===== src/common/fspg_cfg.svh =====
// Constants for the flash sector protect and write guard host controller
`ifndef FSPG_CFG_SVH
`define FSPG_CFG_SVH
// Functional notes
// RL1: HV protect: A9, OE high-voltage, A6=0 A1=1 A0=0
// RL2: Device unprotect clears all sectors together
// RL3: Protect every sector before first unprotect cycle
// RL4: Re-protect wanted sectors one by one afterwards
// RL5: In-system unprotect: reset high-voltage, A6=1 A1=1 A0=0
// RL6: HV unprotect: A9, OE high-voltage, A6=1 A1=1 A0=0
// RL7: Reset high-voltage held gives temporary unprotect
// RL8: Removing reset high-voltage restores earlier protection
// RL9: Power-up clears device state, array read mode
// RL10: Only complete command sequences alter memory
// RL11: Below lockout threshold all writes ignored
// RL12: Strobe pulses under 5 ns start nothing
// RL13: Write only with CE, WE low, OE high
// RL14: Strobes low at power-up give no command
// RL15: Word mode A19:A0; byte mode adds A-1 on DQ15
// RL16: Long reset low aborts, floats, returns read mode
// RL17: Width pin high sixteen lines, low eight lines
// RL18: High-voltage levels modelled as digital qualifiers

// ------------------------------------------------------------
// Register offsets (byte addresses, one word each)
// ------------------------------------------------------------
`define FSPG_OFF_CTRL    8'h00
`define FSPG_OFF_ADDR    8'h04
`define FSPG_OFF_WDATA   8'h08
`define FSPG_OFF_STATUS  8'h0c
// ------------------------------------------------------------
// Control fields
// ------------------------------------------------------------
`define FSPG_CTRL_OP_LSB   0
`define FSPG_CTRL_BYTE     4
`define FSPG_CTRL_TEMP     5
`define FSPG_CTRL_CONFIRM  6
`define FSPG_CTRL_GO       8
// ------------------------------------------------------------
// Address, status fields and reset values
// ------------------------------------------------------------
`define FSPG_ADDR_LSB_BIT  20
`define FSPG_ST_BUSY       0
`define FSPG_ST_DONE       1
`define FSPG_ST_REFUSED    2
`define FSPG_ST_REPROT     3
`define FSPG_ST_RDYBUSY    4
`define FSPG_ST_RDATA_LSB  16
`define FSPG_RST_ADDR      21'h000000
`define FSPG_RST_WDATA     16'h0000
// ------------------------------------------------------------
// Timing
// ------------------------------------------------------------
`define FSPG_CLK_PS        5000
`define FSPG_GLITCH_NS     5
`define FSPG_SETUP_NS      40
`define FSPG_STROBE_NS     100
`define FSPG_RECOV_NS      40
`define FSPG_RSTLOW_NS     500
`define FSPG_NS2CYC(ns)    (((ns) * 1000 + `FSPG_CLK_PS - 1) / `FSPG_CLK_PS)
`define FSPG_SETUP_CYC     `FSPG_NS2CYC(`FSPG_SETUP_NS)
`define FSPG_STROBE_CYC    `FSPG_NS2CYC(`FSPG_STROBE_NS)
`define FSPG_RECOV_CYC     `FSPG_NS2CYC(`FSPG_RECOV_NS)
`define FSPG_RSTLOW_CYC    `FSPG_NS2CYC(`FSPG_RSTLOW_NS)
`define FSPG_GLITCH_CYC    `FSPG_NS2CYC(`FSPG_GLITCH_NS)
`endif


===== src/common/fspg_pkg.sv =====
// Types for the flash sector protect and write guard host controller
package fspg_pkg;
  typedef enum logic [2:0] {
    OP_READ       = 3'b000,
    OP_WRITE      = 3'b001,
    OP_PROT_SYS   = 3'b010,
    OP_UNPROT_SYS = 3'b011,
    OP_PROT_HV    = 3'b100,
    OP_UNPROT_HV  = 3'b101,
    OP_RESET      = 3'b110,
    OP_NONE       = 3'b111
  } fspg_op_e;
  typedef enum logic [2:0] {
    S_IDLE   = 3'b000,
    S_SETUP  = 3'b001,
    S_STROBE = 3'b010,
    S_RECOV  = 3'b011,
    S_RSTLOW = 3'b100
  } fspg_state_e;
endpackage


===== src/hw/fspg_sync.sv =====
// Three-stage pin input synchroniser with agreement filter
`timescale 1ns/1ps
module fspg_sync #(
  parameter int W = 16
) (
  // Clock and reset
  input  wire logic         clk,
  input  wire logic         srst,
  // Pin side and synchronised side
  input  wire logic [W-1:0] pinIn,
  output logic      [W-1:0] syncOut
);
  logic [W-1:0] stage1;
  logic [W-1:0] stage2;
  logic [W-1:0] stage3;
  wire  [W-1:0] agree = ~(stage2 ^ stage3);

  // A change is taken only once the second and third stages agree
  always_ff @(posedge clk) begin
    if (srst) begin
      stage1  <= '0;
      stage2  <= '0;
      stage3  <= '0;
      syncOut <= '0;
    end else begin
      stage1  <= pinIn;
      stage2  <= stage1;
      stage3  <= stage2;
      syncOut <= (stage3 & agree) | (syncOut & ~agree);
    end
  end
endmodule // fspg_sync


===== src/hw/fspg_host.sv =====
// Host controller driving flash pins for protect, unprotect and guarded bus cycles
//
// Design decisions made here: the register addresses and the AXI4-Lite interface to the registers.
`timescale 1ns/1ps
`include "fspg_cfg.svh"
module fspg_host import fspg_pkg::*; #(
  parameter int ADDR_W = 8
) (
  // Clock and reset
  input  wire logic              clk,
  input  wire logic              srst,
  // AXI4-Lite slave
  input  wire logic [ADDR_W-1:0] s_axi_awaddr,
  input  wire logic              s_axi_awvalid,
  output logic                   s_axi_awready,
  input  wire logic [31:0]       s_axi_wdata,
  input  wire logic [3:0]        s_axi_wstrb,
  input  wire logic              s_axi_wvalid,
  output logic                   s_axi_wready,
  output logic [1:0]             s_axi_bresp,
  output logic                   s_axi_bvalid,
  input  wire logic              s_axi_bready,
  input  wire logic [ADDR_W-1:0] s_axi_araddr,
  input  wire logic              s_axi_arvalid,
  output logic                   s_axi_arready,
  output logic [31:0]            s_axi_rdata,
  output logic [1:0]             s_axi_rresp,
  output logic                   s_axi_rvalid,
  input  wire logic              s_axi_rready,
  // Flash pins
  output logic [19:0]            flashAddr,
  output logic [15:0]            dqOut,
  output logic [15:0]            dqDriveN,
  input  wire logic [15:0]       dqIn,
  output logic                   chipEnableN,
  output logic                   outputEnableN,
  output logic                   writeEnableN,
  output logic                   resetN,
  output logic                   byteN,
  input  wire logic              rdyBusyN,
  // High-voltage level qualifiers
  output logic                   hvResetQual,
  output logic                   hvAddressNineQual,
  output logic                   hvOutputEnableQual
);
  // ------------------------------------------------------------
  // Register bus
  // ------------------------------------------------------------
  function automatic logic regHit(input logic [ADDR_W-1:0] a, input logic [7:0] off);
    regHit = (a[ADDR_W-1:2] == off[ADDR_W-1:2]);
  endfunction

  logic [ADDR_W-1:0] awAddrQ;
  logic [31:0]       wDataQ;
  logic [3:0]        wStrbQ;
  logic              awHeld;
  logic              wHeld;
  fspg_op_e          opReg;
  logic              byteMode;
  logic              tempUnprot;
  logic              protConfirm;
  logic [20:0]       addrReg;
  logic [15:0]       wdataReg;
  logic [15:0]       rdData;
  logic              doneFlag;
  logic              refusedFlag;
  logic              reprotPend;
  fspg_state_e       state;
  logic [7:0]        cnt;
  logic [15:0]       dqSync;
  logic [0:0]        rdySync;

  wire wrFire   = awHeld & wHeld & ~s_axi_bvalid;
  wire hitCtrl  = regHit(awAddrQ, `FSPG_OFF_CTRL);
  wire hitAddr  = regHit(awAddrQ, `FSPG_OFF_ADDR);
  wire hitWdata = regHit(awAddrQ, `FSPG_OFF_WDATA);
  wire hitStat  = regHit(awAddrQ, `FSPG_OFF_STATUS);
  wire wrCtrl0  = wrFire & hitCtrl & wStrbQ[0];
  wire wrStat   = wrFire & hitStat & wStrbQ[0];
  wire wrMapped = hitCtrl | hitAddr | hitWdata | hitStat;
  wire rdCtrl   = regHit(s_axi_araddr, `FSPG_OFF_CTRL);
  wire rdAddr   = regHit(s_axi_araddr, `FSPG_OFF_ADDR);
  wire rdWdata  = regHit(s_axi_araddr, `FSPG_OFF_WDATA);
  wire rdStat   = regHit(s_axi_araddr, `FSPG_OFF_STATUS);
  wire rdMapped = rdCtrl | rdAddr | rdWdata | rdStat;

  wire      [31:0] ctrlWord = {23'h000000, 1'b0, 1'b0, protConfirm, tempUnprot, byteMode,
                               1'b0, opReg};
  wire      [31:0] statWord = {rdData, 11'h000, rdySync[0], reprotPend, refusedFlag,
                               doneFlag, (state != S_IDLE)};
  wire      [31:0] next_rdata = rdCtrl  ? ctrlWord :
                                rdAddr  ? {11'h000, addrReg} :
                                rdWdata ? {16'h0000, wdataReg} :
                                rdStat  ? statWord : 32'h00000000;

  // Write address and data are taken independently, answered when both are held
  always_ff @(posedge clk) begin
    if (srst) begin
      awHeld <= 1'b0;
      wHeld  <= 1'b0;
      awAddrQ <= '0;
      wDataQ <= 32'h00000000;
      wStrbQ <= 4'h0;
      s_axi_awready <= 1'b0;
      s_axi_wready  <= 1'b0;
      s_axi_bvalid  <= 1'b0;
      s_axi_bresp   <= 2'h0;
    end else begin
      s_axi_awready <= ~awHeld & ~(s_axi_awvalid & s_axi_awready);
      s_axi_wready  <= ~wHeld & ~(s_axi_wvalid & s_axi_wready);
      if (s_axi_awvalid & s_axi_awready) begin
        awHeld  <= 1'b1;
        awAddrQ <= s_axi_awaddr;
      end
      if (s_axi_wvalid & s_axi_wready) begin
        wHeld  <= 1'b1;
        wDataQ <= s_axi_wdata;
        wStrbQ <= s_axi_wstrb;
      end
      if (wrFire) begin
        s_axi_bvalid <= 1'b1;
        s_axi_bresp  <= wrMapped ? 2'h0 : 2'h2;
      end else if (s_axi_bvalid & s_axi_bready) begin
        s_axi_bvalid  <= 1'b0;
        awHeld        <= 1'b0;
        wHeld         <= 1'b0;
        s_axi_awready <= 1'b1;
        s_axi_wready  <= 1'b1;
      end
    end
  end

  always_ff @(posedge clk) begin
    if (srst) begin
      s_axi_arready <= 1'b0;
      s_axi_rvalid  <= 1'b0;
      s_axi_rdata   <= 32'h00000000;
      s_axi_rresp   <= 2'h0;
    end else if (s_axi_arvalid & s_axi_arready) begin
      s_axi_arready <= 1'b0;
      s_axi_rvalid  <= 1'b1;
      s_axi_rdata   <= next_rdata;
      s_axi_rresp   <= rdMapped ? 2'h0 : 2'h2;
    end else if (s_axi_rvalid & s_axi_rready) begin
      s_axi_rvalid  <= 1'b0;
      s_axi_arready <= 1'b1;
    end else begin
      s_axi_arready <= ~s_axi_rvalid;
    end
  end

  // ------------------------------------------------------------
  // Order decode
  // ------------------------------------------------------------
  wire [2:0] newOpBits = wDataQ[`FSPG_CTRL_OP_LSB +: 3];
  wire       newConfirm = wDataQ[`FSPG_CTRL_CONFIRM];
  wire       goReq  = wrFire & hitCtrl & wStrbQ[1] & wDataQ[`FSPG_CTRL_GO];
  wire       goIdle = goReq & (state == S_IDLE);
  wire       isUnprotOp = (newOpBits == OP_UNPROT_SYS) | (newOpBits == OP_UNPROT_HV);
  // Unprotect is refused until software confirms all sectors were protected first
  wire       refuse = goIdle & ((isUnprotOp & ~newConfirm) | (newOpBits == OP_NONE)); // [RL3]
  wire       start  = goIdle & ~refuse;
  wire       cntZero = (cnt == 8'h00);
  // A new order steers the pins from its first setup cycle, not the old one
  wire [2:0] opNow     = (wrCtrl0 & (state == S_IDLE)) ? newOpBits : opReg;
  wire       opIsWrite = (opNow != OP_READ);
  wire       opInSys = (opNow == OP_PROT_SYS) | (opNow == OP_UNPROT_SYS);
  wire       opHv = (opNow == OP_PROT_HV) | (opNow == OP_UNPROT_HV);
  wire       opUnprot = (opNow == OP_UNPROT_SYS) | (opNow == OP_UNPROT_HV);
  wire       opProt = opInSys | opHv;
  wire       cycleEnd = (state == S_RECOV) & cntZero;

  always_ff @(posedge clk) begin
    if (srst) begin
      opReg       <= OP_READ;
      byteMode    <= 1'b0;
      tempUnprot  <= 1'b0;
      protConfirm <= 1'b0;
      addrReg     <= `FSPG_RST_ADDR;
      wdataReg    <= `FSPG_RST_WDATA;
    end else begin
      if (wrCtrl0 & (state == S_IDLE)) begin
        opReg       <= fspg_op_e'(newOpBits);
        byteMode    <= wDataQ[`FSPG_CTRL_BYTE];
        tempUnprot  <= wDataQ[`FSPG_CTRL_TEMP];    // [RL7] [RL8]
        protConfirm <= newConfirm;
      end else if (cycleEnd & opUnprot) begin
        protConfirm <= 1'b0;                       // [RL3]
      end
      if (wrFire & hitAddr & (state == S_IDLE)) begin
        addrReg <= wDataQ[20:0];
      end
      if (wrFire & hitWdata & (state == S_IDLE)) begin
        wdataReg <= wDataQ[15:0];
      end
    end
  end

  // Hardware sets win over a software clear in the same cycle
  always_ff @(posedge clk) begin
    if (srst) begin
      doneFlag    <= 1'b0;
      refusedFlag <= 1'b0;
      reprotPend  <= 1'b0;
    end else begin
      doneFlag    <= cycleEnd | (doneFlag & ~(wrStat & wDataQ[`FSPG_ST_DONE]));
      refusedFlag <= refuse | (refusedFlag & ~(wrStat & wDataQ[`FSPG_ST_REFUSED]));
      reprotPend  <= (cycleEnd & opUnprot) |
                     (reprotPend & ~(wrStat & wDataQ[`FSPG_ST_REPROT])); // [RL4]
    end
  end

  // ------------------------------------------------------------
  // Cycle sequencer
  // ------------------------------------------------------------
  fspg_state_e next_state;
  logic [7:0]  next_cnt;
  always_comb begin
    next_state = state;
    next_cnt   = cntZero ? 8'h00 : cnt - 8'h01;
    case (state)
      S_IDLE: begin
        if (start && newOpBits == OP_RESET) begin
          next_state = S_RSTLOW;
          next_cnt   = 8'(`FSPG_RSTLOW_CYC - 1);     // [RL16]
        end else if (start) begin
          next_state = S_SETUP;
          next_cnt   = 8'(`FSPG_SETUP_CYC - 1);
        end
      end
      S_SETUP: begin
        if (cntZero) begin
          next_state = S_STROBE;
          next_cnt   = 8'(`FSPG_STROBE_CYC - 1);     // [RL12]
        end
      end
      S_STROBE, S_RSTLOW: begin
        if (cntZero) begin
          next_state = S_RECOV;
          next_cnt   = 8'(`FSPG_RECOV_CYC - 1);
        end
      end
      S_RECOV: begin
        if (cntZero) begin
          next_state = S_IDLE;
        end
      end
      default: begin
        next_state = S_IDLE;
        next_cnt   = 8'h00;
      end
    endcase
  end

  // ------------------------------------------------------------
  // Pin values
  // ------------------------------------------------------------
  wire        inCycle  = (state == S_SETUP) | (state == S_STROBE);
  wire        strobing = (next_state == S_STROBE);
  wire        driving  = (next_state == S_SETUP) | strobing |
                         ((state == S_STROBE) & (next_state == S_RECOV));
  // Protect selections force A6, A1, A0 on top of the sector address
  wire        selA6    = opUnprot;                                  // [RL1] [RL5] [RL6]
  wire [19:0] next_addr = opProt ? {addrReg[19:7], selA6, addrReg[5:2], 2'b10} : addrReg[19:0];
  // Byte mode floats DQ8..DQ14 and carries A-1 on DQ15
  wire        lsbOnDq15 = byteMode & driving;                       // [RL15] [RL17]
  wire        dataDrive = driving & opIsWrite;
  wire [15:0] next_dqOut = byteMode ? {addrReg[`FSPG_ADDR_LSB_BIT], 7'h00, wdataReg[7:0]}
                                    : wdataReg;
  wire [15:0] next_dqDriveN = byteMode ? {~lsbOnDq15, 7'h7f, {8{~dataDrive}}}
                                       : {16{~dataDrive}};
  // Write strobes only when OE stays high; strobes rest high through reset
  wire        next_weN   = ~(strobing & opIsWrite);                 // [RL13] [RL14]
  wire        next_oeN   = ~(strobing & ~opIsWrite);                // [RL13]
  wire        next_ceN   = ~strobing;
  wire        next_resetN = (next_state != S_RSTLOW);               // [RL16]
  wire        next_hvReset = (tempUnprot | (driving & opInSys)) & next_resetN; // [RL7] [RL18]
  wire        next_hvA9 = driving & opHv;                           // [RL1] [RL6] [RL18]

  always_ff @(posedge clk) begin
    if (srst) begin
      state              <= S_IDLE;
      cnt                <= 8'h00;
      flashAddr          <= 20'h00000;
      dqOut              <= 16'h0000;
      dqDriveN           <= 16'hffff;
      chipEnableN        <= 1'b1;
      outputEnableN      <= 1'b1;
      writeEnableN       <= 1'b1;                                   // [RL14]
      resetN             <= 1'b0;                                   // [RL9]
      byteN              <= 1'b1;
      hvResetQual        <= 1'b0;
      hvAddressNineQual  <= 1'b0;
      hvOutputEnableQual <= 1'b0;
      rdData             <= 16'h0000;
    end else begin
      state              <= next_state;
      cnt                <= next_cnt;
      flashAddr          <= next_addr;
      dqOut              <= next_dqOut;
      dqDriveN           <= next_dqDriveN;
      chipEnableN        <= next_ceN;
      outputEnableN      <= next_oeN;
      writeEnableN       <= next_weN;
      resetN             <= next_resetN;
      byteN              <= ~byteMode;                              // [RL17]
      hvResetQual        <= next_hvReset;
      hvAddressNineQual  <= next_hvA9;
      hvOutputEnableQual <= next_hvA9;
      if ((state == S_STROBE) & cntZero & ~opIsWrite & inCycle) begin
        rdData <= byteMode ? {8'h00, dqSync[7:0]} : dqSync;
      end
    end
  end

  // ------------------------------------------------------------
  // Pin input synchronisers
  // ------------------------------------------------------------
  fspg_sync #(.W(16)) uDqSync (
    .clk     (clk),
    .srst    (srst),
    .pinIn   (dqIn),
    .syncOut (dqSync)
  );
  fspg_sync #(.W(1)) uRdySync (
    .clk     (clk),
    .srst    (srst),
    .pinIn   (rdyBusyN),
    .syncOut (rdySync)
  );
endmodule // fspg_host


===== config.mk =====
export PLATFORM = sky130hd
export DESIGN_NAME = fspg_host
export DESIGN_NICKNAME = d
export VERILOG_FILES = /design/src/common/fspg_pkg.sv /design/src/hw/fspg_sync.sv /design/src/hw/fspg_host.sv
export VERILOG_INCLUDE_DIRS = /design/src /design/src/common
export SDC_FILE = /design/constraint.sdc
export NUM_CORES = 1
export LEC_CHECK = 0
export BUFFER_PORTS_ARGS = -buffer_cell sky130_fd_sc_hd__clkbuf_2
export CAP_MARGIN = 20
export CORE_MARGIN = 2
export CORE_UTILIZATION = 45
export DETAILED_ROUTE_END_ITERATION = 7
export PLACE_DENSITY = 0.77
export SLEW_MARGIN = 40
export SYNTH_ARGS = -nofsm -noshare
export SYNTH_HDL_FRONTEND = slang
export SYNTH_HIERARCHICAL = 1
export SYNTH_SLANG_ARGS = --single-unit
export TNS_END_PERCENT = 1

===== constraint.sdc =====
create_clock -name clk -period 5.88 [get_ports clk]
set_input_delay 1.176 -clock clk [delete_from_list [all_inputs] [get_ports clk]]
set_output_delay 1.176 -clock clk [all_outputs]
set_load 0.05 [all_outputs]

# --- After elaboration in Yosys (flattened, before gate mapping) ---
# Cells that the tools add are included.
classes:
  n_addsub: 1
  n_eq_ne: 22
  n_mux: 40
  n_bitwise: 91
  n_reduce_logical: 14
ops:
  columns: ["cell", "count"]
  rows:
  - ["$mux W32", 4]
  - ["$mux W16", 3]
  - ["$and A1 B1 Y1", 45]
  - ["$mux W8", 5]
  - ["$and A16 B16 Y16", 2]
  - ["$not A16 Y16", 2]
  - ["$pmux W8 S4", 1]
  - ["$eq A6 B2 Y1 const B", 4]
  - ["$eq A3 B2 Y1 const B", 7]
  - ["$or A1 B1 Y1", 20]
  - ["$not A1 Y1", 19]
  - ["$eq A3 B3 Y1 const B", 6]
  - ["$mux W3", 6]
  - ["$mux W1", 17]
  - ["$or A16 B16 Y16", 1]
  - ["$xor A16 B16 Y16", 1]
  - ["$eq A6 B1 Y1 const B", 2]
  - ["$logic_not A6 Y1", 2]
  - ["$pmux W3 S4", 1]
  - ["$logic_not A8 Y1", 1]
  - ["$reduce_or A2 Y1", 4]
  - ["$sub A8 B1 Y8 const B", 1]
  - ["$mux W7", 1]
  - ["$eq A3 B1 Y1 const B", 2]
  - ["7 further kinds", 11]
word_totals:
  register_bits: 268
  input_bits: 76
  word_cells: 214

# --- Logic depth before layout (Yosys ltp) ---
# Gate-level depths: netlist (run 1).
logic_depth:
  ltp_word: 18
  depth_mapped: 8
  ltp_nobuf: 7

# --- Hierarchy ---
# Netlist (run 1), hierarchy kept.
modules_own_cells:
  columns: ["module", "instances", "cells_each", "area_per_inst_um2"]
  rows:
  - ["fspg_host", 1, 815, 7305.8]
  - ["fspg_sync (uDqSync)", 1, 167, 2050.7]
  - ["fspg_sync (uRdySync)", 1, 10, 112.6]

# --- Worst setup path before layout (run 1) ---
# Ideal clock, no wire load.
synth_path:
  path_type: "input to register"
  from: "in s_axi_araddr[5]"
  to: "reg s_axi_rdata[21]"
  setup_time_ns: 0.060
  arrival_time_ns: 2.452
  required_time_ns: 5.820
  slack_ns: 3.368
  cell_stages: 5
  path_buffers: 1
  path_cell_list: "or4_1 > nor3_1 > and3_1 > buf_2 > a22o_1"
synth_between:
  elab_chain_cells: 5
  word_cells_on_any_way: 8
  cone_classes: "eq/ne (3); mux (4); reduce/logical (1)"
synth_lines:
  columns: ["item", "line", "rtl"]
  rows:
  - ["start, declared", "fspg_host.sv:23", "input wire logic [ADDR_W-1:0] s_axi_araddr,"]
  - ["$eq A6 B2 Y1", "fspg_host.sv:50", "regHit = (a[ADDR_W-1:2] == off[ADDR_W-1:2]);"]
  - ["$mux W32", "fspg_host.sv:94", "rdStat ? statWord : 32'h00000000;"]
  - ["$mux W32", "fspg_host.sv:93", "rdWdata ? {16'h0000, wdataReg} :"]
  - ["$mux W32", "fspg_host.sv:92", "rdAddr ? {11'h000, addrReg} :"]
  - ["$mux W32 *", "fspg_host.sv:91", "wire [31:0] next_rdata = rdCtrl ? ctrlWord :"]
  - ["end signal, assigned", "fspg_host.sv:142", "s_axi_rdata <= next_rdata;"]
  - ["end, declared", "fspg_host.sv:26", "output logic [31:0] s_axi_rdata,"]
# Mark *: on every way between the ends. The rest lies on a longest branch, timed or not.
# A chain may end at the register's enable or synchronous reset.

==> flow_metrics.py, run 1 <==
metrics = {
    "clock_network": {
        "cts_resized": 0,
        "path_clk_slew_ns": 0.06,
        "clock_latency_ns": 0.52,
        "cts-root-buf": "clkbuf_16",
        "cts_sinks": 257,
        "htreeDepth": 1,
        "cts_hold_buf": 0,
        "cts_buffers": 26,
        "cts_tree": "built",
        "cts_buffer_depth": 3,
        "cts_setup_buffers": 0,
    },
    "final_layout": {
        "insertedDiodeCount": 0,
        "layout.cells.non_filler": 1399,
        "final_nets": 1184,
        "final_util_pct": 53.06,
        "layout_commonest_cell": "dfxtp_1",
        "drive_gt1_share_pct": 27.05,
        "areaGrowthSynthToFinish_pct": 16.69,
        "final_cell_mix": "dfxtp_1, nand2_1, clkbuf_2",
    },
    "sta": {
        "fmax_ghz": 0.3814,
        "final.setup_skew_ns": 0.008836,
        "setup_slack_ns": 3.258,
        "worstMarginPinSlew_ns": 0.8131,
        "min_period_ns": 2.622,
        "slew_viol_final": 0,
        "relSlewSlack_pct": 45.73,
        "holdWs_ns": 0.4347,
        "setup_violations": 0,
        "finalCritPeriodShare_pct": 44.60,
        "timing.setup.tns_ns": 0,
        "grt_setup_unrepaired": "false",
        "hold_viol": 0,
    },
    "pwr": {
        "p_leak_uw": 0.004230,
        "powerDensity_nw_per_um2": 336.7,
        "worst_ir_drop_vdd_uv": 226.2,
    },
    "yosys": {
        "synth_ff_type": "dfxtp_1",
        "yosysUniqueCellTypes": 66,
        "syn_avg_cell_area_um2": 9.545,
        "synth_edf_count": 0,
        "synth_cells": 992,
        "synthArstFlopShare_pct": 0,
        "synth_seq_cells": 257,
        "synth_warnings": 6,
        "syn_area_um2": 9469,
        "yosysSeqAreaShare_pct": 54.33,
    },
    "worst_setup_path": {
        "critPathArrivalTime_ns": 3.03,
        "max_stage_delay_ns": 0.67,
        "slowest_stage": "buf_4",
        "startpoint_type": "primary input",
        "critPathRequiredTime_ns": 6.29,
        "path_max_fanout": 112,
        "critical_path_class": "in -> reg",
        "worst_setup_path_end_kind": "register",
        "crit_top_cell": "buf_4",
        "path_cells": "clkbuf_8, buf_4, a21oi_2, buf_4, a22o_1",
    },
    "global_route": {
        "grt_first_pass_wirelength_um": 32970,
        "gr-usage-all-layers_pct": 18.39,
        "grt_max_degree": 113,
        "antenna_found_initial": 0,
        "gr-total-overflow": 0,
        "first_global_vias": 6395,
    },
    "drt": {
        "drt_iter0_drc": 555,
        "drc": 0,
        "postRouteAntennaNets": 0,
        "wl_per_cell_um": 14.99,
        "vias": 7048,
        "viasPerCell": 5.038,
        "firstDrtPassIters": 4,
        "wirelength_um": 20970,
    },
    "die": {
        "chipWidth_um": 149.1,
        "die-height_um": 149.1,
        "initial_core_util_pct": 45.48,
        "die-area_um2": 22220,
        "core_um2": 20820,
        "row_count": 53,
        "io-pin-count": 177,
    },
    "placement": {
        "place_ws_ns": 2.723,
        "hpwlAfterDp_um": 14170,
        "port_buffers": 157,
        "gp_congestion": 0.8560,
        "dp_cells": 1354,
    },
    "run_status": {
        "status": "finished, final reports clean",
    },
    "hold_path": {
        "hp-class": "reg -> reg",
    },
    "job": {
        "max_cap_violations": 0,
    },
}
kinds of logic after synthesis:
family | synth area share [%]
other cells | 0.03960
xor+xnor | 0.7400
buf+inv | 4.968
compound gates | 13.78
mux | 2.656
flops | 54.33
simple gates | 23.35
fa+ha+maj | 0.1321
layout make-up:
cell class	instances	area, µm²
repair buffers	162	832.0
flip-flops and latches	257	5145
fillers	1881	9773
clock inverters	5	61.31
clock buffers	40	753.2
multi-input cells	651	3880
well taps	275	344.1
inverters	9	33.78
path summary, 6_finish.rpt:
kind,cells past startpoint,start,end,slack [ns]
setup / recovery,5,srst,s_axi_rdata[25],3.26
hold reg to reg,1,uDqSync/stage1[10],uDqSync/stage2[10],0.43
setup reg to reg,7,cnt[0],rdData[10],3.39
hold / removal,1,uDqSync/stage1[10],uDqSync/stage2[10],0.43
critical path, delay by kind of cell:
kind / cells / cell delay [ns]
buf+inv: 3 / 1.48
compound gates: 2 / 0.31
registers in the layout, summed over array words and instances, names as in the netlist, 2 cells and up, named ones only:
| name | flops |
|---|---|
| addrReg | 21 |
| awAddrQ | 6 |
| cnt | 8 |
| dqDriveN | 3 |
| dqOut | 16 |
| flashAddr | 20 |
| opReg | 3 |
| rdData | 16 |
| s_axi_rdata | 32 |
| state | 3 |
| uDqSync/stage1 | 16 |
| uDqSync/stage2 | 16 |
| uDqSync/stage3 | 16 |
| wDataQ | 21 |
| wStrbQ | 2 |
| wdataReg | 16 |
per-layer routing:
metal | global-route usage (%) | wire (µm) | vias up | share of wire, %
li1 | - | - | 3536 | -
met1 | 25.98 | 9674 | 3283 | 46
met2 | 29.79 | 9710 | 212 | 46
met3 | 3.272 | 1358 | 17 | 6.5
met4 | 3.524 | 228 | 0 | 1.1
met5 | 0 | 0 | - | 0
power breakdown:
part | switching, µW | internal, µW
logic | 184 | 132
registers | 46.1 | 1790
clock network | 642 | 921
cell usage after synthesis (6+ instances only):
cell type	n	area, µm²
nor2b_1	36	225.2
nand3b_1	18	135.1
nand2b_1	17	106.4
nand4_1	7	43.79
clkbuf_1	37	138.9
nand2_1	181	679.4
buf_2	10	50.05
mux2i_1	18	180.2
nor2b_2	44	385.4
nor2_1	28	105.1
nand3_1	12	60.06
nand2_2	10	62.56
a22o_1	12	105.1
xnor2_1	6	52.55
buf_4	18	135.1
buf_6	8	90.09
dfxtp_1	257	5145
inv_1	9	33.78
o21ai_1	22	110.1
o21ai_0	41	205.2
and2_1	11	68.82
nor3_1	9	45.04
a21oi_1	85	425.4
a21oi_2	26	227.7
stage by stage:
| stage | cell area [µm²] | total power [µW] |
|---|---|---|
| after floorplan | 9473 | 2116 |
| after global placement | 10220 | 2183 |
| after detailed placement | 10230 | 2195 |
| after CTS | 11050 | 3758 |
| after global routing | 11050 | 3874 |
| final | 11050 | 3720 |
No activity file was read; power rests on OpenSTA's default activity.
==> run 2: changes to the inputs <==
--- a/config.mk
+++ b/config.mk
@@ -6,12 +6,13 @@
 export SDC_FILE = /design/constraint.sdc
 export NUM_CORES = 1
 export LEC_CHECK = 0
+export ABC_AREA = 1
 export BUFFER_PORTS_ARGS = -buffer_cell sky130_fd_sc_hd__clkbuf_2
 export CAP_MARGIN = 20
 export CORE_MARGIN = 2
 export CORE_UTILIZATION = 45
 export DETAILED_ROUTE_END_ITERATION = 7
-export PLACE_DENSITY = 0.77
+export PLACE_DENSITY = 0.8
 export SLEW_MARGIN = 40
 export SYNTH_ARGS = -nofsm -noshare
 export SYNTH_HDL_FRONTEND = slang
==> constraint.sdc (replaced) <==
create_clock -name clk -period 2.3 [get_ports clk]
set_input_delay 0.46 -clock clk [delete_from_list [all_inputs] [get_ports clk]]
set_output_delay 0.46 -clock clk [all_outputs]
set_load 0.05 [all_outputs]
==> run 2 against run 1 <==
Net effect: utilization increased by 2.7 points; critical path type is now reg -> reg; clock-buffer cell count fell by 5; worst hold slack lost 0.33 ns; worst setup slack worse by 3.1 ns; clock skew up 0.013 ns; critical path depth up 5; first-iteration DRC count fell by 2.9%.
==> flow_metrics.py, run 2 <==
metrics = {
    "final_layout": {
        "drive_gt1_share_pct": 18.72,
        "top_regs": "s_axi_rdata x32, addrReg x21, wDataQ x21",
        "final_nets": 1335,
        "regMostFlops": "s_axi_rdata",
        "layout.cells.non_filler": 1543,
        "final_area_um2": 10960,
        "layout_commonest_cell": "dfxtp_1",
        "areaGrowthSynthToFinish_pct": 20.74,
        "final_cell_mix": "dfxtp_1, nor2_1, clkbuf_2",
        "n_fill_cell": 1798,
        "multi_input_area_um2": 3043,
        "largest_reg_flops": 32,
        "register_area_um2": 5145,
    },
    "pwr": {
        "worst_ir_drop_vdd_uv": 500.6,
        "combPwrFrac_pct": 8.6,
        "p_sw_share_pct": 23.98,
        "pwr-share-seq_pct": 47.0,
        "powerDensity_nw_per_um2": 906.3,
        "power.internal_uw": 7554,
        "clock_power_share_pct": 44.4,
        "p_leak_uw": 0.004635,
        "netSwitchingPower_uw": 2383,
    },
    "global_route": {
        "antenna_found_initial": 1,
        "use_met3_pct": 3.813,
        "grt_first_pass_wirelength_um": 35030,
        "grt_max_degree": 70,
        "globalRouteMet2Util_pct": 33.92,
        "first_global_vias": 7240,
        "grt_use_met1_pct": 24.55,
        "gr-usage-all-layers_pct": 19.67,
        "grt-busiest-layer": "met2",
        "gr-total-overflow": 0,
    },
    "clock_network": {
        "htreeDepth": 1,
        "cts_buffers": 27,
        "cts_setup_buffers": 0,
        "cts_tree": "built",
        "cts_sinks": 257,
        "path_clk_slew_ns": 0.06,
        "cts-root-buf": "clkbuf_16",
        "clock_latency_ns": 0.53,
        "cts_buffer_depth": 3,
    },
    "drt": {
        "firstDrtPassIters": 5,
        "wirelength_um": 21710,
        "wl_per_cell_um": 14.07,
        "vias": 7650,
        "drc": 0,
        "viasPerCell": 4.958,
        "postRouteAntennaNets": 0,
        "drt_iter0_drc": 539,
    },
    "worst_setup_path": {
        "critPathArrivalTime_ns": 2.58,
        "crit_buf_inv": 2,
        "slowest_stage": "nor3_4",
        "crit_top_cell": "nand2_1",
        "critPathRequiredTime_ns": 2.76,
        "cp_top_family": "simple AND/OR/NAND/NOR gates",
        "startpoint_type": "register",
        "worst_setup_path_end_kind": "register",
        "path_max_fanout": 16,
        "path_cells": "inv_1, nand3_1, nor2_4, nand3_4, nand2_1, nand2_1, nor3_4, buf_4, nand4_1, a21oi_1",
        "critical_path_class": "reg -> reg",
        "max_stage_delay_ns": 0.36,
    },
    "yosys": {
        "synth_top_area_share_pct": 56.65,
        "netlist_top_cells_count": "dfxtp_1, nor2_1, inv_1, a21oi_1, nand2_1",
        "synth_warnings": 6,
        "synth_edf_count": 0,
        "yosys.area.top_type": "dfxtp_1",
        "synth_cells": 1119,
        "synth_seq_cells": 257,
        "yosysUniqueCellTypes": 38,
        "yosysSeqAreaShare_pct": 56.65,
        "synth.area.top_cells": "dfxtp_1, a21oi_1, nor2_1",
        "synth.most_common_cell": "dfxtp_1",
        "synth_ff_type": "dfxtp_1",
        "syn_avg_cell_area_um2": 8.115,
        "synthArstFlopShare_pct": 0,
        "syn_area_um2": 9081,
    },
    "sta": {
        "final.setup_skew_ns": 0.02197,
        "slew_viol_final": 0,
        "timing.setup.tns_ns": 0,
        "relSlewSlack_pct": 60.75,
        "grt_setup_unrepaired": "false",
        "setup_violations": 0,
        "worstMarginPinSlew_ns": 0.5879,
        "fmax_ghz": 0.4708,
        "min_period_ns": 2.124,
        "finalCritPeriodShare_pct": 92.36,
        "hold_viol": 0,
        "setup_slack_ns": 0.1758,
    },
    "die": {
        "die-area_um2": 21330,
        "io-pin-count": 177,
        "die-height_um": 146.1,
        "core_um2": 19650,
        "chipWidth_um": 146.1,
        "initial_core_util_pct": 46.21,
        "row_count": 51,
    },
    "placement": {
        "place_ws_ns": 0.1204,
        "port_buffers": 157,
        "place_area_um2": 10020,
        "hpwlAfterDp_um": 14710,
        "dp_cells": 1494,
        "gp_congestion": 0.8731,
    },
    "job": {
        "max_cap_violations": 0,
    },
    "run_status": {
        "status": "finished, final reports clean",
    },
    "hold_path": {
        "hp-class": "in -> reg",
    },
}
[run 2: changes by cell type in the layout (fill, tap and decap cells not counted), sizes merged, moves of 24 or more]
| cell | change |
|---|---|
| nor2b | -80 |
| nand2 | -68 |
| a21oi | +32 |
| nand3 | +24 |
| o21ai | +55 |
| inv | +141 |
| nor2 | +142 |
[run 2: kinds of logic (layout without fill, tap and decap cells)]
family | Yosys count | after routing | share of synthesized area, %
AO/OA/AOI/OAI | 279 | 279 | 15.91
XOR/XNOR | 4 | 4 | 0.3859
adder cells (fa/ha/maj) | 1 | 1 | 0.1378
buffers and inverters | 217 | 374 | 10.10
flip-flops | 257 | 257 | 56.65
other | 1 | 3 | 0.04129
AND/OR/NAND/NOR | 360 | 360 | 16.77
[run 2: path summary, 6_finish.rpt]
kind / startpoint / endpoint / slack, ns / cells after the start
worst min register to register: uRdySync/stage1 / uRdySync/stage2 / 0.38 / 2
worst max-delay path: s_axi_bvalid / rdData[15] / 0.18 / 10
worst max register to register: s_axi_bvalid / rdData[15] / 0.18 / 10
worst min-delay path: dqIn[10] / uDqSync/stage1[10] / 0.11 / 3
[run 2: repair_timing]
action | 4_1_cts | 5_1_grt
endpoints found under the setup margin | 0 | 20
hold buffers | 0 | 0
gates resized for setup | 0 | 4
[run 2: final cells by class]
class,instances,share of cell area (%)
Sequential cell,257,46.92
Multi-Input combinational cell,646,27.75
Clock inverter,13,1.506
Timing Repair Buffer,176,8.718
Inverter,150,5.158
Antenna cell,1,0.02282
Tap cell,265,3.024
Clock buffer,35,6.893
[run 2: worst min-delay path, cell delays in order]
cell      delay [ns]
clkbuf_2        0.08
inv_1           0.04
nor2_1          0.03
[run 2: metrics by stage]
stage / utilization (%) / hold WS, ns / power [µW]
finish: 55.79 / 0.1096 / 9937
global route: 55.79 / 0.1057 / 10360
CTS: 55.68 / 0.09371 / 9990
detailed placement: 51.00 / 0.3916 / 5595
global placement: 51.00 / 0.3928 / 5561
floorplan: - / 0.3883 / 5378
[run 2: power by group through the flow]
stage / clock (µW) / sequential [µW] / combinational (µW)
4_1_cts: 4490 / 4670 / 832
3_3_place_gp: 0 / 4760 / 799
6_report: 4410 / 4670 / 853
5_1_grt: 4700 / 4690 / 978
2_1_floorplan: 0 / 4790 / 586
3_5_place_dp: 0 / 4770 / 825
[run 2: routing by layer]
metal / up-vias / share of wire (%)
met4: 0 / 2.7
met3: 48 / 6.5
met1: 3501 / 43
li1: 3857 / -
met5: - / 0
met2: 244 / 48
